**src/sbs_regs.vh**
```
`ifndef SBS_REGS_VH
`define SBS_REGS_VH
`define SBS_ADDR_W 20
`define SBS_DATA_W 18
`define SBS_SYNC_STAGES 2
`define SBS_SLEEP_ENTRY_CYC 2
`define SBS_SLEEP_RECOV_CYC 2
`define SBS_BURST_LEN 4
`endif

```
**src/sbs_burst_counter.v**
```verilog
`timescale 1ns/1ps
`include "sbs_regs.vh"
module sbs_burst_counter (
  input wire mclk,
  input wire rst,
  input wire load,
  input wire step,
  input wire burst_order_select,
  input wire [1:0] start_low,
  output wire [1:0] burst_low
);
  reg [1:0] count;
  reg [1:0] base;
  wire [1:0] next_count;
  assign next_count = count + 2'h1;
  always @(posedge mclk or posedge rst) begin
    if (rst) begin
      count <= 2'h0;
      base <= 2'h0;
    end else if (load) begin
      count <= 2'h0;
      base <= start_low;
    end else if (step) begin
      count <= next_count;
    end
  end
  // Address of the coming step; interleave xors the next count, linear adds it
  assign burst_low = burst_order_select ? (base ^ next_count) : (base + next_count);
endmodule // sbs_burst_counter

```
**src/sbs_sram_ctrl.v**
```verilog
`timescale 1ns/1ps
`include "sbs_regs.vh"
// Operation
// - Interleaved burst addresses are the start low bits xored with 0, 1, 2, 3 in turn.
// - After four addresses the counter is back to the loaded value on the fourth advance.
// - Sleep is entered four cycles after the sleep request rises: two synchroniser stages, then two counted cycles.
// - Address, burst context and burst counter are held unchanged while asleep.
// - Normal operation resumes five cycles after the sleep request falls.
// - While asleep every input but the sleep request and reset is ignored and the data output floats.
// - While asleep the memory is deselected and does no access.
// - The sleep request is asynchronous, active high, and sleep lasts while it is high.
// - A static input picks flow-through or registered pipelined read output.
// - The burst order input picks linear when low and interleaved when high.
// - Advance high steps the burst counter while a burst is active, advance low with select loads a new start address.
module sbs_sram_ctrl (
  input wire mclk,
  input wire rst,
  input wire sleep_request,
  input wire burst_order_select,
  input wire flow_through_select,
  input wire advance_or_load,
  input wire select,
  input wire write_en,
  input wire [`SBS_ADDR_W-1:0] addr_in,
  input wire [`SBS_DATA_W-1:0] wdata,
  input wire [`SBS_DATA_W-1:0] mem_rdata,
  output reg [`SBS_ADDR_W-1:0] mem_addr,
  output reg mem_we,
  output reg mem_re,
  output reg [`SBS_DATA_W-1:0] mem_wdata,
  output reg [`SBS_DATA_W-1:0] dq_out,
  output reg dq_oe_n,
  output reg asleep,
  output reg recovering
);
  localparam [2:0] ST_RUN = 3'h1;
  localparam [2:0] ST_SLEEP = 3'h2;
  localparam [2:0] ST_WAKE = 3'h4;

  reg sync1;
  reg sync2;
  reg [2:0] state;
  reg [1:0] cnt;
  reg [`SBS_ADDR_W-1:0] base_addr;
  reg burst_active;
  reg rd_pend;
  reg [`SBS_DATA_W-1:0] pipe_data;
  reg pipe_valid;
  wire [1:0] burst_low;
  wire active;
  wire do_load;
  wire do_step;
  wire [`SBS_ADDR_W-1:0] next_addr;
  reg [2:0] next_state;
  reg [1:0] next_cnt;
  reg next_we;
  reg next_re;
  reg [`SBS_DATA_W-1:0] next_dq_out;
  reg next_dq_oe_n;

  always @(posedge mclk or posedge rst) begin
    if (rst) begin
      sync1 <= 1'b0;
      sync2 <= 1'b0;
    end else begin
      sync1 <= sleep_request;
      sync2 <= sync1;
    end
  end

  // Entry and wake delays counted from the synchronised level
  always @* begin
    next_state = state;
    next_cnt = cnt;
    case (state)
      ST_RUN: begin
        if (!sync2) begin
          next_cnt = 2'h0;
        end else if (cnt == `SBS_SLEEP_ENTRY_CYC - 1) begin
          next_state = ST_SLEEP;
          next_cnt = 2'h0;
        end else begin
          next_cnt = cnt + 2'h1;
        end
      end
      ST_SLEEP: begin
        if (!sync2) begin
          next_state = ST_WAKE;
          next_cnt = 2'h0;
        end
      end
      ST_WAKE: begin
        if (sync2) begin
          next_state = ST_SLEEP;
        end else if (cnt == `SBS_SLEEP_RECOV_CYC - 1) begin
          next_state = ST_RUN;
          next_cnt = 2'h0;
        end else begin
          next_cnt = cnt + 2'h1;
        end
      end
      default: begin
        next_state = ST_RUN;
        next_cnt = 2'h0;
      end
    endcase
  end

  always @(posedge mclk or posedge rst) begin
    if (rst) begin
      state <= ST_RUN;
      cnt <= 2'h0;
    end else begin
      state <= next_state;
      cnt <= next_cnt;
    end
  end

  // Inputs ignored outside run state
  assign active = (state == ST_RUN);
  assign do_load = active && select && !advance_or_load;
  assign do_step = active && burst_active && advance_or_load;

  sbs_burst_counter u_burst (
    .mclk(mclk),
    .rst(rst),
    .load(do_load),
    .step(do_step),
    .burst_order_select(burst_order_select),
    .start_low(addr_in[1:0]),
    .burst_low(burst_low)
  );

  assign next_addr = {base_addr[`SBS_ADDR_W-1:2], burst_low};

  // One access per taken cycle; write enable picks its kind
  always @* begin
    next_we = 1'b0;
    next_re = 1'b0;
    if (do_load || do_step) begin
      next_we = write_en;
      next_re = !write_en;
    end
  end

  always @(posedge mclk or posedge rst) begin
    if (rst) begin
      base_addr <= {`SBS_ADDR_W{1'b0}};
      burst_active <= 1'b0;
      mem_addr <= {`SBS_ADDR_W{1'b0}};
      mem_we <= 1'b0;
      mem_re <= 1'b0;
      mem_wdata <= {`SBS_DATA_W{1'b0}};
      rd_pend <= 1'b0;
    end else if (!active) begin
      // Deselected; address and burst context frozen
      mem_we <= 1'b0;
      mem_re <= 1'b0;
      rd_pend <= 1'b0;
    end else if (do_load) begin
      base_addr <= addr_in;
      burst_active <= 1'b1;
      mem_addr <= addr_in;
      mem_we <= next_we;
      mem_re <= next_re;
      mem_wdata <= wdata;
      rd_pend <= next_re;
    end else if (do_step) begin
      mem_addr <= next_addr;
      mem_we <= next_we;
      mem_re <= next_re;
      mem_wdata <= wdata;
      rd_pend <= next_re;
    end else begin
      if (!advance_or_load) begin
        burst_active <= 1'b0;
      end
      mem_we <= 1'b0;
      mem_re <= 1'b0;
      rd_pend <= 1'b0;
    end
  end

  // Read data source: flow-through taps the array, pipeline the extra stage
  always @* begin
    next_dq_out = dq_out;
    next_dq_oe_n = 1'b1;
    if (!active) begin
      next_dq_oe_n = 1'b1;
    end else if (!flow_through_select) begin
      next_dq_out = mem_rdata;
      next_dq_oe_n = !rd_pend;
    end else begin
      next_dq_out = pipe_data;
      next_dq_oe_n = !pipe_valid;
    end
  end

  // Output path: flow-through drives one stage after access, pipeline one more
  always @(posedge mclk or posedge rst) begin
    if (rst) begin
      pipe_data <= {`SBS_DATA_W{1'b0}};
      pipe_valid <= 1'b0;
      dq_out <= {`SBS_DATA_W{1'b0}};
      dq_oe_n <= 1'b1;
      asleep <= 1'b0;
      recovering <= 1'b0;
    end else begin
      asleep <= (state == ST_SLEEP);
      recovering <= (state == ST_WAKE);
      pipe_data <= mem_rdata;
      pipe_valid <= rd_pend && active;
      dq_out <= next_dq_out;
      dq_oe_n <= next_dq_oe_n;
    end
  end
endmodule // sbs_sram_ctrl

```
**config.mk**
```make
export PLATFORM = sky130hd
export DESIGN_NAME = sbs_sram_ctrl
export DESIGN_NICKNAME = d
export VERILOG_FILES = /design/src/sbs_burst_counter.v /design/src/sbs_sram_ctrl.v
export VERILOG_INCLUDE_DIRS = /design/src
export SDC_FILE = /design/constraint.sdc
export NUM_CORES = 1
export LEC_CHECK = 0
export BUFFER_PORTS_ARGS = -buffer_cell sky130_fd_sc_hd__buf_2
export CAP_MARGIN = 5
export CORE_MARGIN = 8
export CORE_UTILIZATION = 46
export DETAILED_ROUTE_END_ITERATION = 10
export PLACE_DENSITY = 0.82
export SYNTH_ARGS = -nofsm -noshare
export SYNTH_HDL_FRONTEND = slang
export SYNTH_SLANG_ARGS = --single-unit
export TNS_END_PERCENT = 50
```
**constraint.sdc**
```tcl
create_clock -name mclk -period 3.4 [get_ports mclk]
set_input_delay 0.68 -clock mclk [delete_from_list [all_inputs] [get_ports mclk]]
set_output_delay 0.68 -clock mclk [all_outputs]
set_load 0.02 [all_outputs]
```
---- Yosys cells after proc, flatten, opt, wreduce, memory -nomap -nowiden ----
Index checks and enable logic that the tools add are counted.
operators by class
  reduce and logical (&&, ||, !) cells .... 16
  eq/ne operators ......................... 11
  add/subtract/negate cells ............... 3
  bitwise operators ....................... 1
  mux-type cells .......................... 32
operator list
  operator                                                         count
  18-bit 2-to-1 mux                                                3
  20-bit 2-to-1 mux                                                2
  3-bit 2-to-1 mux                                                 5
  2-bit 2-to-1 mux                                                 7
  1-bit 2-to-1 mux                                                 13
  3-bit case mux with 3 select lines                               1
  2-bit != test, second input constant                             4
  2-bit case mux with 3 select lines                               1
  2-bit AND reduction                                              3
  1-bit logical AND                                                5
  2-bit by 1-bit adder with 2-bit output, second input constant    2
  1-bit zero test                                                  4
  2-bit by 1-bit != test with 1-bit output, second input constant  2
  4-bit AND reduction                                              1
  3-bit by 1-bit == test with 1-bit output, second input constant  1
  3-bit by 2-bit == test with 1-bit output, second input constant  1
  3-bit == test, second input constant                             1
  3-bit != test, second input constant                             1
  3-bit AND reduction                                              1
  2-bit adder                                                      1
  2-bit by 1-bit == test with 1-bit output, second input constant  1
  2-bit nonzero test                                               1
  2-bit bitwise XOR                                                1
  1-bit logical OR                                                 1
word-level totals
  bits in registers ....................... 112
  input port bits ......................... 64
  output and inout bits ................... 61
  word-level logic and storage cells ...... 81

---- Depth between registers and ports, before layout ----
  depth after elaboration ................. 8
  gate-level depth with buffers ........... 6
  gate-level depth less buffers ........... 6

---- By module ----
From an unflattened synthesis, not the netlist that was laid out.
unflattened totals
  cells, all modules ...................... 351
  area, all modules ....................... 4294.1 um^2
modules (own cells, without submodules)
  module             cells an instance  times used  seq. area each (um^2)  area each (um^2)
  sbs_sram_ctrl      333                1           2655.0                 4075.2
  sbs_burst_counter  18                 1           100.1                  219.0

---- Worst setup path before layout ----
Ideal clock, no wire load.
  kind .................................... reg-to-reg
  from .................................... reg state[0]
  to ...................................... reg mem_addr[10]
  data required time ...................... 3.275 ns
  arrival ................................. 1.901 ns
  setup slack ............................. 1.375 ns
  buffers on the path ..................... 2
  clock period less this slack ............ 2.025 ns
  cell stages (with the launch flop) ...... 7
  library setup time ...................... 0.125 ns
  path through ............................ dfstp_2 -> buf_4 -> or3b_4 -> nor2_4 -> buf_6 -> mux2_4 -> mux2_2
between the ends
  word-level cells in the longest chain between the ends .. 5
  elaborated cells between the ends (all ways) .. 8
  classes of those cells .................. eq/ne (1); mux (1); reduce/logical (6)
ends and longest elaborated chain
  item                                                      line                                      text
  start: declaration                                        sbs_sram_ctrl.v:42                        reg [2:0] state;
  start signal: assignment                                  sbs_sram_ctrl.v:114                       state <= next_state;
  3-bit by 1-bit == test with 1-bit output *                sbs_sram_ctrl.v:120                       assign active = (state == ST_RUN);
  1-bit logical AND, on equally long branches (2 in a row)  sbs_sram_ctrl.v:121, sbs_sram_ctrl.v:122
  2-bit nonzero test (no source line)                       -
  2-bit AND reduction (no source line)                      -
  end signal: assignment                                    sbs_sram_ctrl.v:150                       mem_addr <= {`SBS_ADDR_W{1'b0}};
  end signal: assignment                                    sbs_sram_ctrl.v:163                       mem_addr <= addr_in;
  end signal: assignment                                    sbs_sram_ctrl.v:169                       mem_addr <= next_addr;
  end: declaration                                          sbs_sram_ctrl.v:27                        output reg [`SBS_ADDR_W-1:0] mem_addr,
Every way passes the cells marked *; elsewhere a longest branch is shown, timed or not.
A chain may end at the register's enable or synchronous reset.

---- Worst setup path after layout ----
  from .................................... reg state[0]
  to ...................................... reg mem_addr[9]
Same word-level chain as after synthesis.

==> reports/metrics.sh <==
WORST_EP_REQUIRED_TIME_NS=3.64
YOSYS_REGISTER_BITS=110
FINISH.NET_COUNT=490
DRV_CAP=0
FLOORPLAN.INITIALDENSITY=0.4682
POWER_PER_CELL_AREA_nW_PER_UM2=797.9
FLOORPLAN_DIE_AREA_UM2=12660
FF2FF_SETUP_SLACK_NS=0.95
TIMING.FINAL.CRIT_SHARE=0.7210
CLKSINKCOUNT=110
FINAL_CELL_COUNT_NO_FILL=540
LAYOUT.CELLS.MOST_COMMON_LIST='sky130_fd_sc_hd__buf_2 (124), sky130_fd_sc_hd__dfrtp_1 (108), sky130_fd_sc_hd__mux2_2 (34)'
DETAILEDROUTE.FIRSTPASSITERATIONCOUNT=4
GRT_ANTENNA_BEFORE_REPAIR=0
GRT_MAX_DEGREE=75
PIN_COUNT=125
GLOBALROUTEOVERFLOWTOTAL=0
WORST_SETUP_HOLD_PATH_CLK_SLEW_NS=0.10
TIMING.CRITICAL_PATH.FROM_TYPE='register'
YOSYSWARNINGS=0
WORSTSKEWPAIRLATENCY_NS=0.36
ARRIVAL_NS=2.69
RELSLEWSLACK=0.4539
IO_BUFFER_COUNT=124
DRT_ITER0_MARKERS=108
PLACEABLECOREAREA_UM2=9153
REPORT.FINAL.SLEW_VIOL_COUNT=0
CTS_ROOT_BUFFER='sky130_fd_sc_hd__clkbuf_8'
SYNTH.AVG_CELL_AREA_UM2=14.28
RSZ0062_AT_GRT='no'
DETAIL_ROUTE.DRC_VIOLATIONS=0
SHORTEST_PERIOD_THE_WORST_PATH_ALLOWS_NS=2.451
DIE_X_UM=112.5
CTS_TREE='built'
HOLD-PATH-CELL-COUNT=0
DETAILROUTE.VIA_COUNT=2668
MAPPEDNETLISTAREA_UM2=4285
ROUTED_LEN_INST_UM=16.30
FIN_SETUP_TNS_NS=0
NUMBER_OF_GLOBAL_ROUTE_VIAS_BEFORE_REPAIR=2942
CTS-BUFFERS-INSERTED=9
CRITPATHCAPTURETYPE='register'
POSTSYNTHNETCOUNT=365
FINAL-HOLD-VIOLATION-COUNT=0
CTS.REPAIR.RESIZED=0
WORST-R2R-CELL-COUNT=5
CRITPATHMAXFANOUT=40
DETAILEDPLACEMENTHPWL_MM=6.379
FIN_SKEW_NS=0.01251
NUMPLACEDINSTANCES=525
SETUP_VIOL=0
GPL.FINAL_WEIGHTED_CONGESTION=0.7055
WIRE_LENGTH_OF_THE_FIRST_GLOBAL_ROUTING_PASS_MM=14.74
CTS_HOLD_REPAIR.BUFFERS=0
MOST_COMMON_CELL_AFTER_LAYOUT_FILL_AND_TAPS_ASIDE='sky130_fd_sc_hd__buf_2'
MAX_FREQ_MHz=407.9
AVGVIACOUNTPERCELL=4.941
HOLD_PATH_CLASS='reg2reg'
MAX-CLOCK-PATH-BUFFERS=2
GLOBALROUTETOTALUTIL=0.1444
RUN_STATUS='finished, final reports clean'
SYNTH_SEQUENTIAL_AREA_RATIO=0.6429
SYNTHCELLS=300
TIGHTESTPINTRANSITION_NS=0.8174
DIE_HEIGHT_UM=112.5
TOTAL_DETAILED_ROUTING_WIRELENGTH_MM=8.802
PLACEMENT.SETUP.WORST_SLACK_NS=0.9456
DRIVE_GT1_FRAC=0.4732
FILLER_CELL_COUNT=762
CTS_SETUP_BUFFERS=0
WORSTSETUPPATHTYPE='reg2reg'
POST-ROUTE-WORST-SETUP-SLACK_NS=0.9486
LEAKAGEPOWER_nW=2.508
WORST_IR_DROP_VDD_uV=497.0
AREA_DELTA_SYNTH_FINAL_PCT=21.11
ANTENNA_VIOLATING_NETS_POST_ROUTE=0
DIODES=0
PLACEMENT_ROWS=35
CTS_HTREE_LEVELS=3
YS_TYPES=36
TOTALPOWERFINAL_W=0.004141
-- routing by layer --
metal / track usage / vias up / share of wire
met4: 0.03777 / 0 / 0.0097
li1: - / 1277 / -
met1: 0.1608 / 1316 / 0.40
met5: 0 / - / 0
met2: 0.2509 / 67 / 0.52
met3: 0.05851 / 8 / 0.068
-- per-stage QoR --
stage          instance area, µm²  hold WS [ns]  utilization
2_1_floorplan                4289        0.3312            -
3_3_place_gp                 4997        0.3433       0.5460
3_5_place_dp                 4997        0.3426       0.5460
4_1_cts                      5190        0.3636       0.5671
5_1_grt                      5190        0.3664       0.5671
6_report                     5190        0.3612       0.5671
-- logic make-up after synthesis --
family | synth area share
flops | 0.6429
mux | 0.2041
simple gates | 0.06745
compound gates | 0.05256
buf+inv | 0.02190
xor+xnor | 0.008177
fa+ha+maj | 0.002919
-- sequential cells by signal, indices dropped and copies added, names as in the netlist, 2 cells and up --
signal	count
dq_out	18
u_burst.base	2
cnt	2
base_addr	18
state	3
pipe_data	18
mem_addr	20
mem_wdata	18
u_burst.count	2
-- synthesized netlist by cell type --
cell type	n	area (µm²)
sky130_fd_sc_hd__nor3b_1	1	7.510
sky130_fd_sc_hd__a21oi_1	4	20.02
sky130_fd_sc_hd__mux2_2	34	382.9
sky130_fd_sc_hd__o21bai_1	1	7.510
sky130_fd_sc_hd__a21oi_4	1	16.27
sky130_fd_sc_hd__buf_4	5	37.54
sky130_fd_sc_hd__nor2_4	1	11.26
sky130_fd_sc_hd__inv_1	2	7.510
sky130_fd_sc_hd__nor3_1	1	5.000
sky130_fd_sc_hd__o21a_1	2	15.01
sky130_fd_sc_hd__clkbuf_1	3	11.26
sky130_fd_sc_hd__dfrtp_1	108	2703
sky130_fd_sc_hd__nand2_1	32	120.1
sky130_fd_sc_hd__a22o_1	2	17.52
sky130_fd_sc_hd__or3b_4	1	11.26
sky130_fd_sc_hd__nand3_1	2	10.01
sky130_fd_sc_hd__nand2b_1	5	31.28
sky130_fd_sc_hd__buf_6	2	22.52
sky130_fd_sc_hd__o21ai_0	24	120.1
sky130_fd_sc_hd__buf_2	3	15.01
sky130_fd_sc_hd__mux2_1	1	11.26
sky130_fd_sc_hd__nor2b_1	7	43.79
sky130_fd_sc_hd__ha_1	1	12.51
sky130_fd_sc_hd__a32oi_1	1	8.760
sky130_fd_sc_hd__mux2_4	20	300.3
sky130_fd_sc_hd__or2_2	1	6.260
sky130_fd_sc_hd__a31oi_1	2	12.51
sky130_fd_sc_hd__o211ai_1	1	7.510
sky130_fd_sc_hd__xnor2_1	3	26.28
sky130_fd_sc_hd__xor2_1	1	8.760
sky130_fd_sc_hd__dfstp_2	2	52.55
sky130_fd_sc_hd__and2_1	2	12.51
sky130_fd_sc_hd__nor2_1	4	15.01
sky130_fd_sc_hd__and2b_1	1	7.510
sky130_fd_sc_hd__or2b_1	1	7.510
sky130_fd_sc_hd__mux2i_1	18	180.2
-- worst paths after layout --
path,endpoint,startpoint
setup / recovery,mem_addr[9]$_DFFE_PP0P_,state[0]$_DFFE_PP1P_
min in group asynchronous,mem_wdata[7]$_DFFE_PP0P_,rst
hold / removal,sync2$_DFF_PP0_,sync1$_DFF_PP0_
setup reg to reg,mem_addr[9]$_DFFE_PP0P_,state[0]$_DFFE_PP1P_
hold reg to reg,sync2$_DFF_PP0_,sync1$_DFF_PP0_
max in group asynchronous,pipe_data[0]$_DFF_PP0_,rst
-- cell type report --
cell class                      instances  area (µm²)  share of cell area
Multi-Input combinational cell        175        1436              0.2768
Inverter                                2       11.26            0.002170
Tap cell                              111       138.9             0.02676
Sequential cell                       110        2755              0.5309
Timing Repair Buffer                  127       655.6              0.1263
Clock inverter                          6       68.82             0.01326
Clock buffer                            9       123.9             0.02387
-- where the power goes --
| group | switching, W | internal, W |
|---|---|---|
| Combinational | 0.000823 | 0.000634 |
| Sequential | 0.000200 | 0.00170 |
| Clock | 0.000436 | 0.000344 |
| Total | 0.00146 | 0.00268 |
-- worst max-delay path: stages (launching register included) --
cell	delay [ns]
sky130_fd_sc_hd__dfstp_2	0.62
sky130_fd_sc_hd__or3b_4	0.58
sky130_fd_sc_hd__nor2_4	0.15
sky130_fd_sc_hd__buf_4	0.35
sky130_fd_sc_hd__mux2_4	0.34
sky130_fd_sc_hd__mux2_2	0.27
Note: power is estimated with default switching activity, not from simulation.
